==> config.mk <==
export PLATFORM = sky130hd
export DESIGN_NAME = fap_poller
export DESIGN_NICKNAME = d
export VERILOG_FILES = /design/src/pkg/fap_pkg.sv /design/src/rtl/fap_poller.sv
export SDC_FILE = /design/constraint.sdc
export NUM_CORES = 1
export LEC_CHECK = 0
export BUFFER_PORTS_ARGS = -buffer_cell sky130_fd_sc_hd__buf_2
export CORE_MARGIN = 1.5
export CORE_UTILIZATION = 62
export CTS_BUF_LIST = sky130_fd_sc_hd__clkbuf_8
export DETAILED_ROUTE_END_ITERATION = 6
export GPL_TIMING_DRIVEN = 0
export PLACE_DENSITY = 0.89
export SLEW_MARGIN = 20
export SYNTH_ARGS = -nofsm -noshare
export SYNTH_HDL_FRONTEND = slang
export SYNTH_SLANG_ARGS = --single-unit
==> constraint.sdc <==
create_clock -name SYS_CLK_IN -period 9.5 [get_ports SYS_CLK_IN]
set_clock_uncertainty 0.2 [all_clocks]
set_input_delay 1.425 -clock SYS_CLK_IN [delete_from_list [all_inputs] [get_ports SYS_CLK_IN]]
set_output_delay 1.425 -clock SYS_CLK_IN [all_outputs]
set_load 0.01 [all_outputs]
==> src/pkg/fap_pkg.sv <==
// Constants, field layouts and state types of the auto poller.
// Assumes one 100 MHz system clock and AXI4-Lite register access.
// How it works
// - identify success sets status bit 0
// - tag read success sets bit 1
// - sensor read success sets bit 2
// - output info success sets bit 3
// - data poll success sets bit 4
// - float region at record bytes 60..99
// - damping float bytes 96..99 from output info
// - records stay inside 3000 database words
// - disabled mode runs only user commands
// - point-to-point polls address zero only
// - point-to-point repeats data poll once found
// - point-to-point interleaves config reads occasionally
// - point-to-point identifies again, less often
// - point-to-point lost link retries identify
// - point-to-point user command after data poll
// - multi-drop polls 1 up to maximum
// - multi-drop never polls above maximum
// - at most 15 devices, addressed from 1
// - config for next found device, rotating
// - identify unfound addresses now and then
// - all devices lost, search with identify
// - multi-drop user commands after full pass
// - each device owns fifty record words
package fap_pkg;
	// ----------------------------------------------------------------
	// Register map (byte addresses)
	// ----------------------------------------------------------------
	localparam logic [7:0] REG_CTRL = 8'h00; // Mode, max address, enable
	localparam logic [7:0] REG_BASE = 8'h04; // Record area base word
	localparam logic [7:0] REG_USER = 8'h08; // User command and go
	localparam logic [7:0] REG_UDB = 8'h0C; // User result base word
	localparam logic [7:0] REG_STAT = 8'h10; // Poller state, read only
	localparam int CTRL_MAX_LSB = 4; // Max address field
	localparam int CTRL_UEN_BIT = 8; // User command enable
	localparam int USER_ADR_LSB = 8; // User target address
	localparam int USER_GO_BIT = 31; // Request pending
	localparam logic [1:0] RESP_OKAY = 2'h0;
	localparam logic [1:0] RESP_SLVERR = 2'h2;
	// ----------------------------------------------------------------
	// Modes, commands, status bits
	// ----------------------------------------------------------------
	typedef enum logic [1:0] {MODE_OFF = 2'h0, MODE_P2P = 2'h1,
		MODE_MULTI = 2'h2} fap_mode_e;
	localparam logic [7:0] CMD_IDENT = 8'h00;
	localparam logic [7:0] CMD_DATA = 8'h03;
	localparam logic [7:0] CMD_TAG = 8'h0D;
	localparam logic [7:0] CMD_SENS = 8'h0E;
	localparam logic [7:0] CMD_OUT = 8'h0F;
	localparam int SB_IDENT = 0;
	localparam int SB_TAG = 1;
	localparam int SB_SENS = 2;
	localparam int SB_OUT = 3;
	localparam int SB_DATA = 4;
	// ----------------------------------------------------------------
	// Record layout and database size
	// ----------------------------------------------------------------
	localparam logic [13:0] REC_WORDS = 14'h0032; // Fifty words
	localparam logic [13:0] DB_BYTES = 14'h1770; // 3000 words
	localparam logic [3:0] MAX_ADDR = 4'hF; // Fifteen devices
	localparam logic [6:0] OF_ID_LO = 7'h03; // Identify 3..18
	localparam logic [6:0] OF_ID_HI = 7'h12;
	localparam logic [6:0] OF_UN_LO = 7'h13; // Units 19..22
	localparam logic [6:0] OF_UN_HI = 7'h16;
	localparam logic [6:0] OF_TG_LO = 7'h17; // Tag 23..49
	localparam logic [6:0] OF_TG_HI = 7'h31;
	localparam logic [6:0] OF_SN_LO = 7'h32; // Sensor 50..53
	localparam logic [6:0] OF_SN_HI = 7'h35;
	localparam logic [6:0] OF_OI_LO = 7'h36; // Output info 54..59
	localparam logic [6:0] OF_OI_HI = 7'h3B;
	localparam logic [6:0] OF_PV_LO = 7'h3C; // Variables 60..75
	localparam logic [6:0] OF_PV_HI = 7'h4B;
	localparam logic [6:0] OF_TL_LO = 7'h4C; // Limits, span 76..87
	localparam logic [6:0] OF_TL_HI = 7'h57;
	localparam logic [6:0] OF_RV_LO = 7'h58; // Range, damping 88..99
	localparam logic [6:0] OF_RV_HI = 7'h63;
	localparam logic [6:0] OF_DAMP_LO = 7'h60; // Damping 96..99
	// ----------------------------------------------------------------
	// Pacing counts (poll passes) and state types
	// ----------------------------------------------------------------
	localparam logic [7:0] CFG_EVERY = 8'h08;
	localparam logic [7:0] ID_EVERY = 8'h20;
	typedef enum logic [2:0] {S_IDLE = 3'h0, S_PICK = 3'h1,
		S_REQ = 3'h3, S_WAIT = 3'h2, S_STAT = 3'h6} fap_state_e;
	typedef enum logic [1:0] {T_POLL = 2'h0, T_USER = 2'h1,
		T_CFG = 2'h3, T_ID = 2'h2} fap_tail_e;
endpackage : fap_pkg

==> src/rtl/fap_poller.sv <==
// Auto poll sequencer for one instrument loop channel.
// Assumes a transaction engine on the CMD/DONE/RSP ports and a
// byte-wide database write port; registers over AXI4-Lite.
module fap_poller import fap_pkg::*; (
	input wire logic SYS_CLK_IN,
	input wire logic RST_N_IN,
	input wire logic S_AXI_AWVALID_IN,
	output logic S_AXI_AWREADY_OUT,
	input wire logic [7:0] S_AXI_AWADDR_IN,
	input wire logic S_AXI_WVALID_IN,
	output logic S_AXI_WREADY_OUT,
	input wire logic [31:0] S_AXI_WDATA_IN,
	input wire logic [3:0] S_AXI_WSTRB_IN,
	output logic S_AXI_BVALID_OUT,
	input wire logic S_AXI_BREADY_IN,
	output logic [1:0] S_AXI_BRESP_OUT,
	input wire logic S_AXI_ARVALID_IN,
	output logic S_AXI_ARREADY_OUT,
	input wire logic [7:0] S_AXI_ARADDR_IN,
	output logic S_AXI_RVALID_OUT,
	input wire logic S_AXI_RREADY_IN,
	output logic [31:0] S_AXI_RDATA_OUT,
	output logic [1:0] S_AXI_RRESP_OUT,
	output logic CMD_VALID_OUT,
	input wire logic CMD_READY_IN,
	output logic [7:0] CMD_CODE_OUT,
	output logic [3:0] CMD_ADDR_OUT,
	output logic CMD_USER_OUT,
	input wire logic DONE_VALID_IN,
	input wire logic DONE_OK_IN,
	input wire logic RSP_VALID_IN,
	input wire logic [6:0] RSP_OFS_IN,
	input wire logic [7:0] RSP_BYTE_IN,
	output logic DB_WE_OUT,
	output logic [12:0] DB_ADDR_OUT,
	output logic [7:0] DB_DATA_OUT
);
	// ----------------------------------------------------------------
	// Functions
	// ----------------------------------------------------------------
	// Record byte address of a device, addresses 0 and 1 sharing the first record
	function automatic logic [13:0] rec_ba(input logic [11:0] b,
		input logic [3:0] a);
		logic [13:0] w;
		w = 14'(b) + 14'((a == 4'h0) ? 4'h0 : a - 4'h1) * REC_WORDS;
		return {w[12:0], 1'b0};
	endfunction : rec_ba
	// Response bytes a command may place into the record
	function automatic logic ofs_ok(input logic [7:0] c,
		input logic [6:0] o);
		case (c)
			CMD_IDENT: ofs_ok = o >= OF_ID_LO && o <= OF_ID_HI;
			CMD_DATA: ofs_ok = (o >= OF_UN_LO && o <= OF_UN_HI) ||
				(o >= OF_PV_LO && o <= OF_PV_HI);
			CMD_TAG: ofs_ok = o >= OF_TG_LO && o <= OF_TG_HI;
			CMD_SENS: ofs_ok = (o >= OF_SN_LO && o <= OF_SN_HI) ||
				(o >= OF_TL_LO && o <= OF_TL_HI);
			CMD_OUT: ofs_ok = (o >= OF_OI_LO && o <= OF_OI_HI) ||
				(o >= OF_RV_LO && o <= OF_RV_HI);
			default: ofs_ok = 1'b0;
		endcase
	endfunction : ofs_ok
	// Status bit of a command, bit 3 of result flags "has one"
	function automatic logic [3:0] cmd_bit(input logic [7:0] c);
		case (c)
			CMD_IDENT: cmd_bit = {1'b1, 3'(SB_IDENT)};
			CMD_TAG: cmd_bit = {1'b1, 3'(SB_TAG)};
			CMD_SENS: cmd_bit = {1'b1, 3'(SB_SENS)};
			CMD_OUT: cmd_bit = {1'b1, 3'(SB_OUT)};
			CMD_DATA: cmd_bit = {1'b1, 3'(SB_DATA)};
			default: cmd_bit = 4'h0;
		endcase
	endfunction : cmd_bit
	// Write data merged under byte strobes
	function automatic logic [31:0] merge(input logic [31:0] old,
		input logic [31:0] nw, input logic [3:0] s);
		logic [31:0] m;
		m = {{8{s[3]}}, {8{s[2]}}, {8{s[1]}}, {8{s[0]}}};
		return (old & ~m) | (nw & m);
	endfunction : merge
	// Next found address after cur, wrapping to lowest found
	function automatic logic [3:0] next_found(input logic [15:0] f,
		input logic [3:0] cur, input logic [3:0] mx);
		logic [3:0] lo;
		logic [3:0] hi;
		logic up;
		lo = cur;
		hi = cur;
		up = 1'b0;
		for (int k = 15; k >= 1; k--) begin
			if (4'(k) <= mx && f[k]) begin
				lo = 4'(k);
				if (4'(k) > cur) begin
					hi = 4'(k);
					up = 1'b1;
				end
			end
		end
		return up ? hi : lo;
	endfunction : next_found

	// ----------------------------------------------------------------
	// Reset release
	// ----------------------------------------------------------------
	logic rst_q1; // First stage, read only by second
	logic rst_n; // Synchronised reset, active low
	// Asynchronous assert, two-stage release
	always_ff @(posedge SYS_CLK_IN or negedge RST_N_IN) begin
		if (!RST_N_IN) begin
			rst_q1 <= 1'b0;
			rst_n <= 1'b0;
		end else begin
			rst_q1 <= 1'b1;
			rst_n <= rst_q1;
		end
	end

	// ----------------------------------------------------------------
	// Register bus slave
	// ----------------------------------------------------------------
	fap_mode_e mode; // Poll mode
	logic [3:0] maxa; // Highest multi-drop address
	logic uen; // User commands enabled
	logic [11:0] rec_base; // record_area_base, word index
	logic [7:0] ucmd; // User command code
	logic [3:0] uaddr; // User target address
	logic user_go; // User command pending
	logic [11:0] udb; // User result base word
	logic aw_ok; // Write address held
	logic [7:0] aw_a;
	logic w_ok; // Write data held
	logic [31:0] w_d;
	logic [3:0] w_s;
	logic [15:0] found; // Devices answering identify
	logic searched; // Initial search done
	fap_tail_e tail;
	fap_state_e state;
	logic issue;
	logic p_user;
	// Register images as software sees them
	wire [31:0] ctrl_img = {23'h0, uen, maxa, 2'h0, mode};
	wire [31:0] user_img = {user_go, 19'h0, uaddr, ucmd};
	wire [31:0] stat_img = {10'h0, tail, searched, state, found};
	wire do_wr = aw_ok && w_ok && !S_AXI_BVALID_OUT;
	wire wr_ctrl = do_wr && aw_a == REG_CTRL;
	wire wr_base = do_wr && aw_a == REG_BASE;
	wire wr_user = do_wr && aw_a == REG_USER;
	wire wr_udb = do_wr && aw_a == REG_UDB;
	wire wr_hit = wr_ctrl || wr_base || wr_user || wr_udb;
	wire [31:0] m_ctrl = merge(ctrl_img, w_d, w_s);
	wire [31:0] m_base = merge({20'h0, rec_base}, w_d, w_s);
	wire [31:0] m_user = merge(user_img, w_d, w_s);
	wire [31:0] m_udb = merge({20'h0, udb}, w_d, w_s);
	wire [1:0] m_mode = m_ctrl[1:0];
	wire ar_take = S_AXI_ARVALID_IN && S_AXI_ARREADY_OUT;
	wire [7:0] ra = S_AXI_ARADDR_IN;
	wire rd_hit = ra == REG_CTRL || ra == REG_BASE || ra == REG_USER ||
		ra == REG_UDB || ra == REG_STAT;
	wire [31:0] rd_mux = (ra == REG_CTRL) ? ctrl_img :
		(ra == REG_BASE) ? {20'h0, rec_base} :
		(ra == REG_USER) ? user_img :
		(ra == REG_UDB) ? {20'h0, udb} :
		(ra == REG_STAT) ? stat_img : 32'h0000_0000;
	// Address and data may arrive in either order
	assign S_AXI_AWREADY_OUT = !aw_ok && !S_AXI_BVALID_OUT;
	assign S_AXI_WREADY_OUT = !w_ok && !S_AXI_BVALID_OUT;
	assign S_AXI_ARREADY_OUT = !S_AXI_RVALID_OUT;
	// Channel capture and responses
	always_ff @(posedge SYS_CLK_IN or negedge rst_n) begin
		if (!rst_n) begin
			aw_ok <= 1'b0;
			aw_a <= 8'h00;
			w_ok <= 1'b0;
			w_d <= 32'h0000_0000;
			w_s <= 4'h0;
			S_AXI_BVALID_OUT <= 1'b0;
			S_AXI_BRESP_OUT <= RESP_OKAY;
			S_AXI_RVALID_OUT <= 1'b0;
			S_AXI_RDATA_OUT <= 32'h0000_0000;
			S_AXI_RRESP_OUT <= RESP_OKAY;
		end else begin
			if (S_AXI_AWVALID_IN && S_AXI_AWREADY_OUT) begin
				aw_ok <= 1'b1;
				aw_a <= S_AXI_AWADDR_IN;
			end
			if (S_AXI_WVALID_IN && S_AXI_WREADY_OUT) begin
				w_ok <= 1'b1;
				w_d <= S_AXI_WDATA_IN;
				w_s <= S_AXI_WSTRB_IN;
			end
			// Read-only and unmapped words answer with an error
			if (do_wr) begin
				aw_ok <= 1'b0;
				w_ok <= 1'b0;
				S_AXI_BVALID_OUT <= 1'b1;
				S_AXI_BRESP_OUT <= wr_hit ? RESP_OKAY : RESP_SLVERR;
			end else if (S_AXI_BREADY_IN) begin
				S_AXI_BVALID_OUT <= 1'b0;
			end
			if (ar_take) begin
				S_AXI_RVALID_OUT <= 1'b1;
				S_AXI_RDATA_OUT <= rd_mux;
				S_AXI_RRESP_OUT <= rd_hit ? RESP_OKAY : RESP_SLVERR;
			end else if (S_AXI_RREADY_IN) begin
				S_AXI_RVALID_OUT <= 1'b0;
			end
		end
	end
	// Configuration registers; software go beats hardware clear
	always_ff @(posedge SYS_CLK_IN or negedge rst_n) begin
		if (!rst_n) begin
			mode <= MODE_OFF;
			maxa <= 4'h0;
			uen <= 1'b0;
			rec_base <= 12'h000;
			ucmd <= 8'h00;
			uaddr <= 4'h0;
			user_go <= 1'b0;
			udb <= 12'h000;
		end else begin
			if (state == S_PICK && issue && p_user) begin
				user_go <= 1'b0;
			end
			if (wr_ctrl) begin
				// Unknown mode code falls back to disabled
				mode <= (m_mode == MODE_P2P || m_mode == MODE_MULTI) ?
					fap_mode_e'(m_mode) : MODE_OFF;
				maxa <= m_ctrl[CTRL_MAX_LSB +: 4];
				uen <= m_ctrl[CTRL_UEN_BIT];
			end
			if (wr_base) begin
				rec_base <= m_base[11:0];
			end
			if (wr_user) begin
				ucmd <= m_user[7:0];
				uaddr <= m_user[USER_ADR_LSB +: 4];
				if (m_user[USER_GO_BIT]) begin
					user_go <= 1'b1;
				end
			end
			if (wr_udb) begin
				udb <= m_udb[11:0];
			end
		end
	end

	// ----------------------------------------------------------------
	// Poll scheduler
	// ----------------------------------------------------------------
	logic [3:0] scan; // Multi-drop pass position
	logic [1:0] cfg_step; // 0 tag, 1 sensor, 2 output
	logic [3:0] cfg_dev; // Device owed a config read
	logic [3:0] probe; // Next unfound address to try
	logic [7:0] cfg_cnt; // Passes until next config read
	logic [7:0] id_cnt; // Passes until next identify
	logic [7:0] p_cmd;
	logic [3:0] p_addr;
	logic [3:0] next_scan;
	logic [1:0] next_step;
	logic [3:0] next_cdev;
	logic [3:0] next_probe;
	logic [7:0] next_ccnt;
	logic [7:0] next_icnt;
	logic next_srch;
	fap_tail_e next_tail;
	wire is_p2p = mode == MODE_P2P;
	wire is_multi = mode == MODE_MULTI;
	wire ugo = user_go && uen;
	wire last = scan >= maxa;
	wire [3:0] cdev = is_p2p ? 4'h0 : cfg_dev;
	wire cdev_ok = found[cdev] && (is_p2p || cdev <= maxa);
	wire probe_ok = probe != 4'h0 && probe <= maxa && !found[probe];
	wire [3:0] nf = next_found(found, cfg_dev, maxa);
	wire [7:0] cfg_code = (cfg_step == 2'h0) ? CMD_TAG :
		(cfg_step == 2'h1) ? CMD_SENS : CMD_OUT;
	// Choose the next command; a pass may step without issuing
	always_comb begin
		issue = 1'b0;
		p_user = 1'b0;
		p_cmd = CMD_DATA;
		p_addr = 4'h0;
		next_scan = scan;
		next_tail = tail;
		next_srch = searched;
		next_step = cfg_step;
		next_cdev = cfg_dev;
		next_probe = probe;
		next_ccnt = cfg_cnt;
		next_icnt = id_cnt;
		if (state == S_PICK && mode == MODE_OFF) begin
			issue = ugo;
			p_user = 1'b1;
		end else if (state == S_PICK) begin
			case (tail)
				T_POLL: begin
					if (is_p2p) begin
						// Address zero only; identify until it answers
						issue = 1'b1;
						p_cmd = found[0] ? CMD_DATA : CMD_IDENT;
						next_tail = found[0] ? T_USER : T_POLL;
					end else begin
						// Ascending sweep, identify while searching
						// Found bits above a lowered maximum stay unpolled
						issue = (searched ? found[scan] : 1'b1) && scan <= maxa;
						p_cmd = searched ? CMD_DATA : CMD_IDENT;
						p_addr = scan;
						next_scan = last ? 4'h1 : scan + 4'h1;
						next_srch = searched || last;
						next_tail = (searched && last) ? T_USER : T_POLL;
					end
				end
				T_USER: begin
					// User work only once the data pass is over
					issue = ugo;
					p_user = 1'b1;
					next_tail = T_CFG;
				end
				T_CFG: begin
					if (cfg_cnt != 8'h00) begin
						next_ccnt = cfg_cnt - 8'h01;
						next_tail = T_ID;
					end else begin
						issue = cdev_ok;
						p_cmd = cfg_code;
						p_addr = cdev;
						next_step = cfg_step + 2'h1;
						if (cfg_step == 2'h2 || !cdev_ok) begin
							next_step = 2'h0;
							next_cdev = nf;
							next_ccnt = CFG_EVERY - 8'h01;
							next_tail = T_ID;
						end
					end
				end
				T_ID: begin
					next_tail = T_POLL;
					if (id_cnt != 8'h00) begin
						next_icnt = id_cnt - 8'h01;
					end else begin
						issue = is_p2p || probe_ok;
						p_cmd = CMD_IDENT;
						p_addr = is_p2p ? 4'h0 : probe;
						next_icnt = ID_EVERY - 8'h01;
						next_probe = (probe >= maxa || probe >= MAX_ADDR) ?
							4'h1 : probe + 4'h1;
					end
					// Every device gone: start a fresh search
					// Address zero left over from point-to-point is ignored
					if (is_multi && found[15:1] == 15'h0000) begin
						next_srch = 1'b0;
					end
				end
				default: next_tail = T_POLL;
			endcase
		end
	end
	// Scheduler state
	always_ff @(posedge SYS_CLK_IN or negedge rst_n) begin
		if (!rst_n) begin
			scan <= 4'h1;
			tail <= T_POLL;
			searched <= 1'b0;
			cfg_step <= 2'h0;
			cfg_dev <= 4'h1;
			probe <= 4'h1;
			cfg_cnt <= CFG_EVERY - 8'h01;
			id_cnt <= ID_EVERY - 8'h01;
		end else begin
			scan <= next_scan;
			tail <= next_tail;
			searched <= next_srch;
			cfg_step <= next_step;
			cfg_dev <= next_cdev;
			probe <= next_probe;
			cfg_cnt <= next_ccnt;
			id_cnt <= next_icnt;
		end
	end

	// ----------------------------------------------------------------
	// Transaction sequencer
	// ----------------------------------------------------------------
	logic [4:0] sbits [16]; // Command status bits per address
	wire done_ev = state == S_WAIT && DONE_VALID_IN;
	wire [3:0] cb = cmd_bit(CMD_CODE_OUT);
	assign CMD_VALID_OUT = state == S_REQ;
	// One command in flight; status byte written after each non-user command whose record starts inside the database
	always_ff @(posedge SYS_CLK_IN or negedge rst_n) begin
		if (!rst_n) begin
			state <= S_IDLE;
			CMD_CODE_OUT <= 8'h00;
			CMD_ADDR_OUT <= 4'h0;
			CMD_USER_OUT <= 1'b0;
		end else begin
			case (state)
				S_IDLE: state <= S_PICK;
				S_PICK: begin
					if (issue) begin
						CMD_CODE_OUT <= p_user ? ucmd : p_cmd;
						CMD_ADDR_OUT <= p_user ? uaddr : p_addr;
						CMD_USER_OUT <= p_user;
						state <= S_REQ;
					end
				end
				S_REQ: state <= CMD_READY_IN ? S_WAIT : S_REQ;
				S_WAIT: begin
					if (DONE_VALID_IN) begin
						state <= CMD_USER_OUT ? S_PICK : S_STAT;
					end
				end
				S_STAT: state <= S_PICK;
				default: state <= S_IDLE;
			endcase
		end
	end
	// Outcome tracking; failure never leaves a stale success
	always_ff @(posedge SYS_CLK_IN or negedge rst_n) begin
		if (!rst_n) begin
			found <= 16'h0000;
			for (int i = 0; i < 16; i++) begin
				sbits[i] <= 5'h00;
			end
		end else if (done_ev && !CMD_USER_OUT) begin
			if (cb[3]) begin
				sbits[CMD_ADDR_OUT][cb[2:0]] <= DONE_OK_IN;
			end
			if (CMD_CODE_OUT == CMD_IDENT) begin
				found[CMD_ADDR_OUT] <= DONE_OK_IN;
			end else if (CMD_CODE_OUT == CMD_DATA && !DONE_OK_IN) begin
				found[CMD_ADDR_OUT] <= 1'b0;
			end
		end
	end

	// ----------------------------------------------------------------
	// Database write port
	// ----------------------------------------------------------------
	wire [13:0] rec = rec_ba(rec_base, CMD_ADDR_OUT);
	wire [13:0] rsp_ba = (CMD_USER_OUT ? {1'b0, udb, 1'b0} : rec) +
		14'(RSP_OFS_IN);
	wire rsp_ev = state == S_WAIT && RSP_VALID_IN;
	// Each command only fills its own fields of the record
	wire rsp_take = rsp_ev && rsp_ba < DB_BYTES &&
		(CMD_USER_OUT || ofs_ok(CMD_CODE_OUT, RSP_OFS_IN));
	wire stat_ev = state == S_STAT && rec < DB_BYTES;
	wire next_db_we = rsp_take || stat_ev;
	wire [13:0] next_db_addr = stat_ev ? rec : rsp_ba;
	wire [7:0] next_db_data = stat_ev ? {3'h0, sbits[CMD_ADDR_OUT]} :
		RSP_BYTE_IN;
	// Registered write strobe, address and byte
	always_ff @(posedge SYS_CLK_IN or negedge rst_n) begin
		if (!rst_n) begin
			DB_WE_OUT <= 1'b0;
			DB_ADDR_OUT <= 13'h0000;
			DB_DATA_OUT <= 8'h00;
		end else begin
			DB_WE_OUT <= next_db_we;
			DB_ADDR_OUT <= next_db_addr[12:0];
			DB_DATA_OUT <= next_db_data;
		end
	end

	// ----------------------------------------------------------------
	// Checks
	// ----------------------------------------------------------------
	wire ok_done = done_ev && DONE_OK_IN && !CMD_USER_OUT && rec < DB_BYTES;
	a_ident_bit: assert property (@(posedge SYS_CLK_IN) disable iff (!rst_n)
		ok_done && CMD_CODE_OUT == CMD_IDENT |=> state == S_STAT
		##1 DB_WE_OUT && DB_DATA_OUT[SB_IDENT])
		else $error("identify success not recorded");
	a_data_bit: assert property (@(posedge SYS_CLK_IN) disable iff (!rst_n)
		ok_done && CMD_CODE_OUT == CMD_DATA |-> ##2 DB_WE_OUT &&
		DB_DATA_OUT[SB_DATA] && DB_DATA_OUT[7:5] == 3'h0)
		else $error("data poll success not recorded");
	a_fail_clear: assert property (@(posedge SYS_CLK_IN) disable iff (!rst_n)
		done_ev && !DONE_OK_IN && !CMD_USER_OUT && cb[3] &&
		rec < DB_BYTES |-> ##2 DB_WE_OUT && !DB_DATA_OUT[$past(cb[2:0], 2)])
		else $error("failed command left status bit");
	a_p2p_addr: assert property (@(posedge SYS_CLK_IN) disable iff (!rst_n)
		state == S_PICK && issue && !p_user && is_p2p |=>
		CMD_VALID_OUT && CMD_ADDR_OUT == 4'h0)
		else $error("point-to-point polled nonzero address");
	a_multi_range: assert property (@(posedge SYS_CLK_IN) disable iff (!rst_n)
		state == S_PICK && issue && !p_user && is_multi |=>
		CMD_ADDR_OUT >= 4'h1 && CMD_ADDR_OUT <= $past(maxa))
		else $error("multi-drop address out of range");
	a_off_user: assert property (@(posedge SYS_CLK_IN) disable iff (!rst_n)
		state == S_PICK && mode == MODE_OFF |=>
		state == S_PICK || (CMD_VALID_OUT && CMD_USER_OUT))
		else $error("auto command in disabled mode");
	a_float_win: assert property (@(posedge SYS_CLK_IN) disable iff (!rst_n)
		rsp_ev && !CMD_USER_OUT && CMD_CODE_OUT == CMD_DATA &&
		RSP_OFS_IN >= OF_PV_LO && RSP_OFS_IN <= OF_PV_HI &&
		rsp_ba < DB_BYTES |=> DB_WE_OUT &&
		DB_DATA_OUT == $past(RSP_BYTE_IN) &&
		DB_ADDR_OUT == $past(rsp_ba[12:0]))
		else $error("process value not stored");
	a_damp_src: assert property (@(posedge SYS_CLK_IN) disable iff (!rst_n)
		rsp_ev && !CMD_USER_OUT && CMD_CODE_OUT != CMD_OUT &&
		RSP_OFS_IN >= OF_DAMP_LO && RSP_OFS_IN <= OF_RV_HI |=> !DB_WE_OUT)
		else $error("damping written by wrong command");
	a_db_limit: assert property (@(posedge SYS_CLK_IN) disable iff (!rst_n)
		DB_WE_OUT |-> 14'(DB_ADDR_OUT) < DB_BYTES)
		else $error("write beyond database");
endmodule : fap_poller

Word level (Yosys, flattened, before mapping):

Index checks and enable logic that the tools add are counted.
Widths: inputs -> output; s select.

* flip-flop bits (word level): 297
* input port bits: 78
* output and inout bits: 77
* word-level logic and storage cells: 451

* $add $sub $neg: 8
* multipliers: 1
* order comparisons: 63
* equality and inequality tests: 29
* mux-type cells: 168
* bitwise gates (word level): 17
* reductions and logical operators: 113

Operators with widths (number)
* $mux 4: 56
* $mux 32: 3
* $bwmux 80: 1
* $and 32x32->32: 2
* $mux 1: 62
* $eq 8x4->1 const B: 7
* $logic_and 1x1->1: 54
* $mux 8: 6
* $mux 22: 2
* $gt 4x4->1 const A: 8
* $le 4x4->1 const A: 8
* $mux 16: 2
* $not 32->32: 1
* $or 32x32->32: 1
* $lt 14x13->1 const B: 2
* $mux 14: 2
* $and 12x12->12: 2
* $logic_not 8->1: 3
* $or 12x12->12: 2
* $pmux 4 s3: 2
* $mux 2: 11
* $ge 7x6->1 const B: 3
* $le 7x6->1 const B: 3
* $le 7x7->1 const B: 3
* other kinds (73): 153

Longest topological paths before layout:

* word-level depth: 33
* depth in mapped cells: 24
* gate-level depth less buffers: 22

Worst setup path after synthesis:

Ideal clock, no wire load.

* kind: register to register
* from: register CMD_ADDR_OUT[0]
* to: register DB_DATA_OUT[3]
* setup time: 0.127 ns
* arrival: 5.707 ns
* required time: 9.173 ns
* setup slack: 3.466 ns
* stages on the path, launching flop included: 22
* path buffers: 3
* period minus slack after synthesis: 6.034 ns
* cells stage by stage: dfrtp_1 clkbuf_1 clkbuf_1 or2_0 o21a_1 ha_1 ha_1 inv_1 fa_1 inv_1 ha_1 a21o_1 a21oi_1 xnor2_1 ha_1 a21o_1 a2111oi_0 nor3_1 xor2_1 o2111ai_2 buf_6 mux2_1

* cells in the longest elaborated chain, start to end: 7
* elaborated cells between the ends (all ways): 12
* those cells by class: 2 x add/sub; 1 x mul; 1 x order compare; 5 x mux; 1 x bitwise; 2 x reduce/logical

Ends and longest elaborated chain
* start, declared: RTL line fap_poller.sv:27 `output logic [3:0] CMD_ADDR_OUT,`
* start signal, assigned: RTL line fap_poller.sv:400 `CMD_ADDR_OUT <= p_user ? uaddr : p_addr;`
* $sub 4x1->5 or $logic_not 4->1 (tied branches): RTL line fap_poller.sv:45 `w = 14'(b) + 14'((a == 4'h0) ? 4'h0 : a - 4'h1) * REC_WORDS;`
* $mux 14: RTL line fap_poller.sv:45
* $mul 14x5->12: RTL line fap_poller.sv:45
* $add 12x13->13: RTL line fap_poller.sv:45
* $lt 14x13->1
* $logic_and 1x1->1: RTL line fap_poller.sv:445 `wire stat_ev = state == S_STAT && rec < DB_BYTES;`
* $mux 8 (*): RTL line fap_poller.sv:448 `wire [7:0] next_db_data = stat_ev ? {3'h0, sbits[CMD_ADDR_OUT]} :`
* named net next_db_data[3]: RTL line fap_poller.sv:448
* end signal, assigned: RTL line fap_poller.sv:459 `DB_DATA_OUT <= next_db_data;`
* end, declared: RTL line fap_poller.sv:36 `output logic [7:0] DB_DATA_OUT`

Mark *: on every way through the listed nets, which the timed path passes. The rest lies on a longest branch. The select of a mux whose other input is x is not followed.
A chain may end at the register's enable or synchronous reset.

Worst setup path after layout:

* from: register CMD_ADDR_OUT[0]
* to: register DB_DATA_OUT[4]

Same word-level chain as after synthesis.

==> metrics.md <==
| Metric | Value |
|---|---|
| Max incr delay on CP | `700 ps` |
| CTS root buffer | `clkbuf_8` |
| Router iterations before antenna repair | `6` |
| Vias in the first global route | `13527` |
| Resized cells post-CTS | `0` |
| Largest net degree at the start of global routing | `59` |
| Die X | `162.4 um` |
| Register Area | `6674 sq um` |
| Top Family by Delay on Critical Path | `compound AO/OA/AOI/OAI gates` |
| Max-slew violations | `0` |
| Setup ws final | `2041 ps` |
| Total of max-cap violations | `0` |
| Die outline height | `162.4 um` |
| Async S/R FF share, synth | `1.000` |
| Synth Flop Type | `dfrtp_1` |
| Status | `completed` |
| Slew @ Worst Pin | `1019 ps` |
| Startpoint Class | `flop` |
| Crit path time final | `7459 ps` |
| Cells after Synth | `1556` |
| Rows | `58` |
| Area of the multi-input gates | `8586 sq um` |
| Number of setup buffers added after CTS | `0` |
| Pre-CTS setup slack | `2116 ps` |
| First-pass GRT wire length | `70.77 mm` |
| Stages on worst setup path | `21` |
| Ranking of synthesized cells by area | `dfrtp_1, mux2_2, mux4_2` |
| Clk pin slew, worst setup/hold paths | `60 ps` |
| Hold Path Class | `flop to async pin` |
| Reg2reg path depth | `21` |
| Sequential-to-total area share from yosys stat | `0.4234` |
| Synth warn | `0` |
| Power Total | `3.593 mW` |
| IO buf count | `121` |
| Peak VDD IR | `0.1711 mV` |
| Final setup fails | `0` |
| Initial core utilization | `0.6293` |
| Die area | `26380 sq um` |
| Setup TNS | `0 ps` |
| Cell mode on critical path | `ha_1` |
| Synth cell types | `94` |
| Seq cells post-synth | `266` |
| Crit. End Element | `flop` |
| Clk buf depth | `3` |
| Gr usage total | `0.3431` |
| Drt initial violations | `1679` |
| CTS tree | `done` |
| Routed Antenna Nets | `0` |
| Setup Crit Path Kind | `flop to flop` |
| Skew-Pair Late Insertion Delay | `570 ps` |
| Max Freq | `134.1 MHz` |
| Nets | `1886` |
| DRC | `0` |
| Critical path required time | `9740 ps` |
| Layout cells sized above 1 | `0.2584` |
| # IOs | `155` |
| EDFF count, synth | `0` |
| Drt via density | `6.397` |
| Synthesized area | `15760 sq um` |
| RSZ-0062 raised after global routing | `false` |
| Layout area overhead | `13.59%` |
| Hold-fix buffers, CTS | `0` |
| Fraction of the cycle the final worst path needs | `0.7851` |
| Total CTS buffers | `45` |
| Area leader, netlist | `dfrtp_1` |
| Crit-path cells | `clkbuf_1 -> clkbuf_1 -> or2_0 -> o21ai_0 -> ha_1 -> ha_1 -> inv_1 -> fa_1 -> inv_1 -> ha_1 -> a21oi_1 -> xnor2_1 -> ha_1 -> buf_2 -> nand2_1 -> o21ai_0 -> a2111oi_0 -> nor3b_1 -> o2111ai_2 -> buf_6 -> mux2_1` |
| Buf+Inv Stages, Crit Path | `6` |
| Post-synth top area share | `0.4050` |
| Pwr Density | `200.8 nW/um^2` |
| Number of diodes | `0` |
| H-tree levels | `2` |
| Synth top cells by count | `dfrtp_1, nor2_1, mux2_2, nand2_1, o21ai_0` |
| Final Hold Fails | `0` |
| Final core utilization | `0.7148` |
| Gp weighted congestion | `0.9696` |
| Crit path DAT | `7700 ps` |
| Leakage | `8.391 nW` |
| Slew margin rel. | `0.3147` |
| Post-detail-place hpwl | `32.17 mm` |
| Antenna violations before repair | `0` |
| Vias | `13498` |
| Most used standard cell by instance count after synthesis | `dfrtp_1` |
| Global route overflow | `0` |
| Total core area | `25040 sq um` |
| WHS | `43.72 ps` |
| Mean Syn Cell Area | `10.13 sq um` |
| Fillers | `1780` |
| Worst-path fanout max | `10` |
| Total wire length | `44.51 mm` |
| Clk sinks | `266` |
| Routed WL per cell | `21.09 um` |
| CP max stage cell | `clkbuf_1` |
cell usage in the layout (no fill, tap or decap), types with 9 or more instances in the layout:
cell / n
nor2_1: 180
nor2b_1: 15
nand2b_1: 13
dfstp_2: 11
ha_1: 54
xnor2_1: 19
dfrtp_1: 254
nand3_1: 34
conb_1: 21
xor2_1: 13
mux4_2: 36
clkbuf_1: 67
inv_1: 58
mux2i_1: 21
o21a_1: 21
clkbuf_8: 55
mux2_2: 178
buf_4: 12
nand2_1: 152
a21o_1: 11
and2_1: 15
o21ai_0: 105
nor3_1: 26
o22ai_1: 10
nor4_1: 9
buf_2: 128
a21oi_1: 76
worst paths after layout:
| path | slack [ps] | startpoint | endpoint |
|---|---|---|---|
| min | 40 | rst_n | scan[3] |
| max in group asynchronous | 8130 | rst_n | DB_ADDR_OUT[4] |
| min in group SYS_CLK_IN | 160 | rst_q1 | rst_n |
| max reg2reg | 2040 | CMD_ADDR_OUT[0] | DB_DATA_OUT[4] |
| min reg2reg | 40 | rst_n | scan[3] |
| max | 2040 | CMD_ADDR_OUT[0] | DB_DATA_OUT[4] |
cells by family (layout without fill, tap and decap cells):
kind of cell	count (synthesis)	count (layout)	share of synthesized area
and+or+nand+nor	506	506	0.1491
AOI/OAI and AO/OA	317	317	0.1281
DFF	266	266	0.4234
muxes	238	238	0.1942
buffers and inverters	135	340	0.03653
adders and majority gates	60	60	0.05051
xor gates and xnor gates	32	32	0.01779
other	2	21	0.0004767
worst register-to-register path: stages (launching register included):
cell and delay, ps:
dfrtp_1 390, clkbuf_1 700, clkbuf_1 450, or2_0 350, o21ai_0 400, ha_1 420
ha_1 280, inv_1 50, fa_1 490, inv_1 40, ha_1 330, a21oi_1 240
xnor2_1 100, ha_1 270, buf_2 160, nand2_1 70, o21ai_0 500, a2111oi_0 230
nor3b_1 540, o2111ai_2 510, buf_6 320, mux2_1 310
area by class of cell:
type / instances / share of cell area
tap: 330 / 0.02307
clock inverter: 24 / 0.009089
multi-input combinational: 1174 / 0.4798
sequential: 266 / 0.3729
clock buffer: 55 / 0.04230
timing repair buffer: 126 / 0.04069
inverter: 43 / 0.009019
buffer: 92 / 0.02314
per-layer routing:
| metal | share of wire | track usage | routed length (um) |
|---|---|---|---|
| met5 | 0 | 0 | 0 |
| met4 | 0.048 | 0.1631 | 2144 |
| met3 | 0.10 | 0.08276 | 4668 |
| met2 | 0.47 | 0.5447 | 20710 |
| met1 | 0.38 | 0.4455 | 16990 |
where the power goes:
| part | total (mW) | leakage [nW] | switching [mW] | internal (mW) |
|---|---|---|---|---|
| clock network | 1.06 | 0.526 | 0.478 | 0.578 |
| logic | 1.09 | 4.36 | 0.646 | 0.440 |
| registers | 1.45 | 3.50 | 0.170 | 1.28 |
| total | 3.59 | 8.39 | 1.29 | 2.30 |
per-stage QoR:
stage / instance area [sq um] / cells
2_1_floorplan: 15830 / 1575
3_3_place_gp: 16840 / 2026
4_1_cts: 17900 / 2110
5_1_grt: 17900 / 2110
3_5_place_dp: 16980 / 2031
6_report: 17900 / 2110
Note: power is estimated with default switching activity, not from simulation.
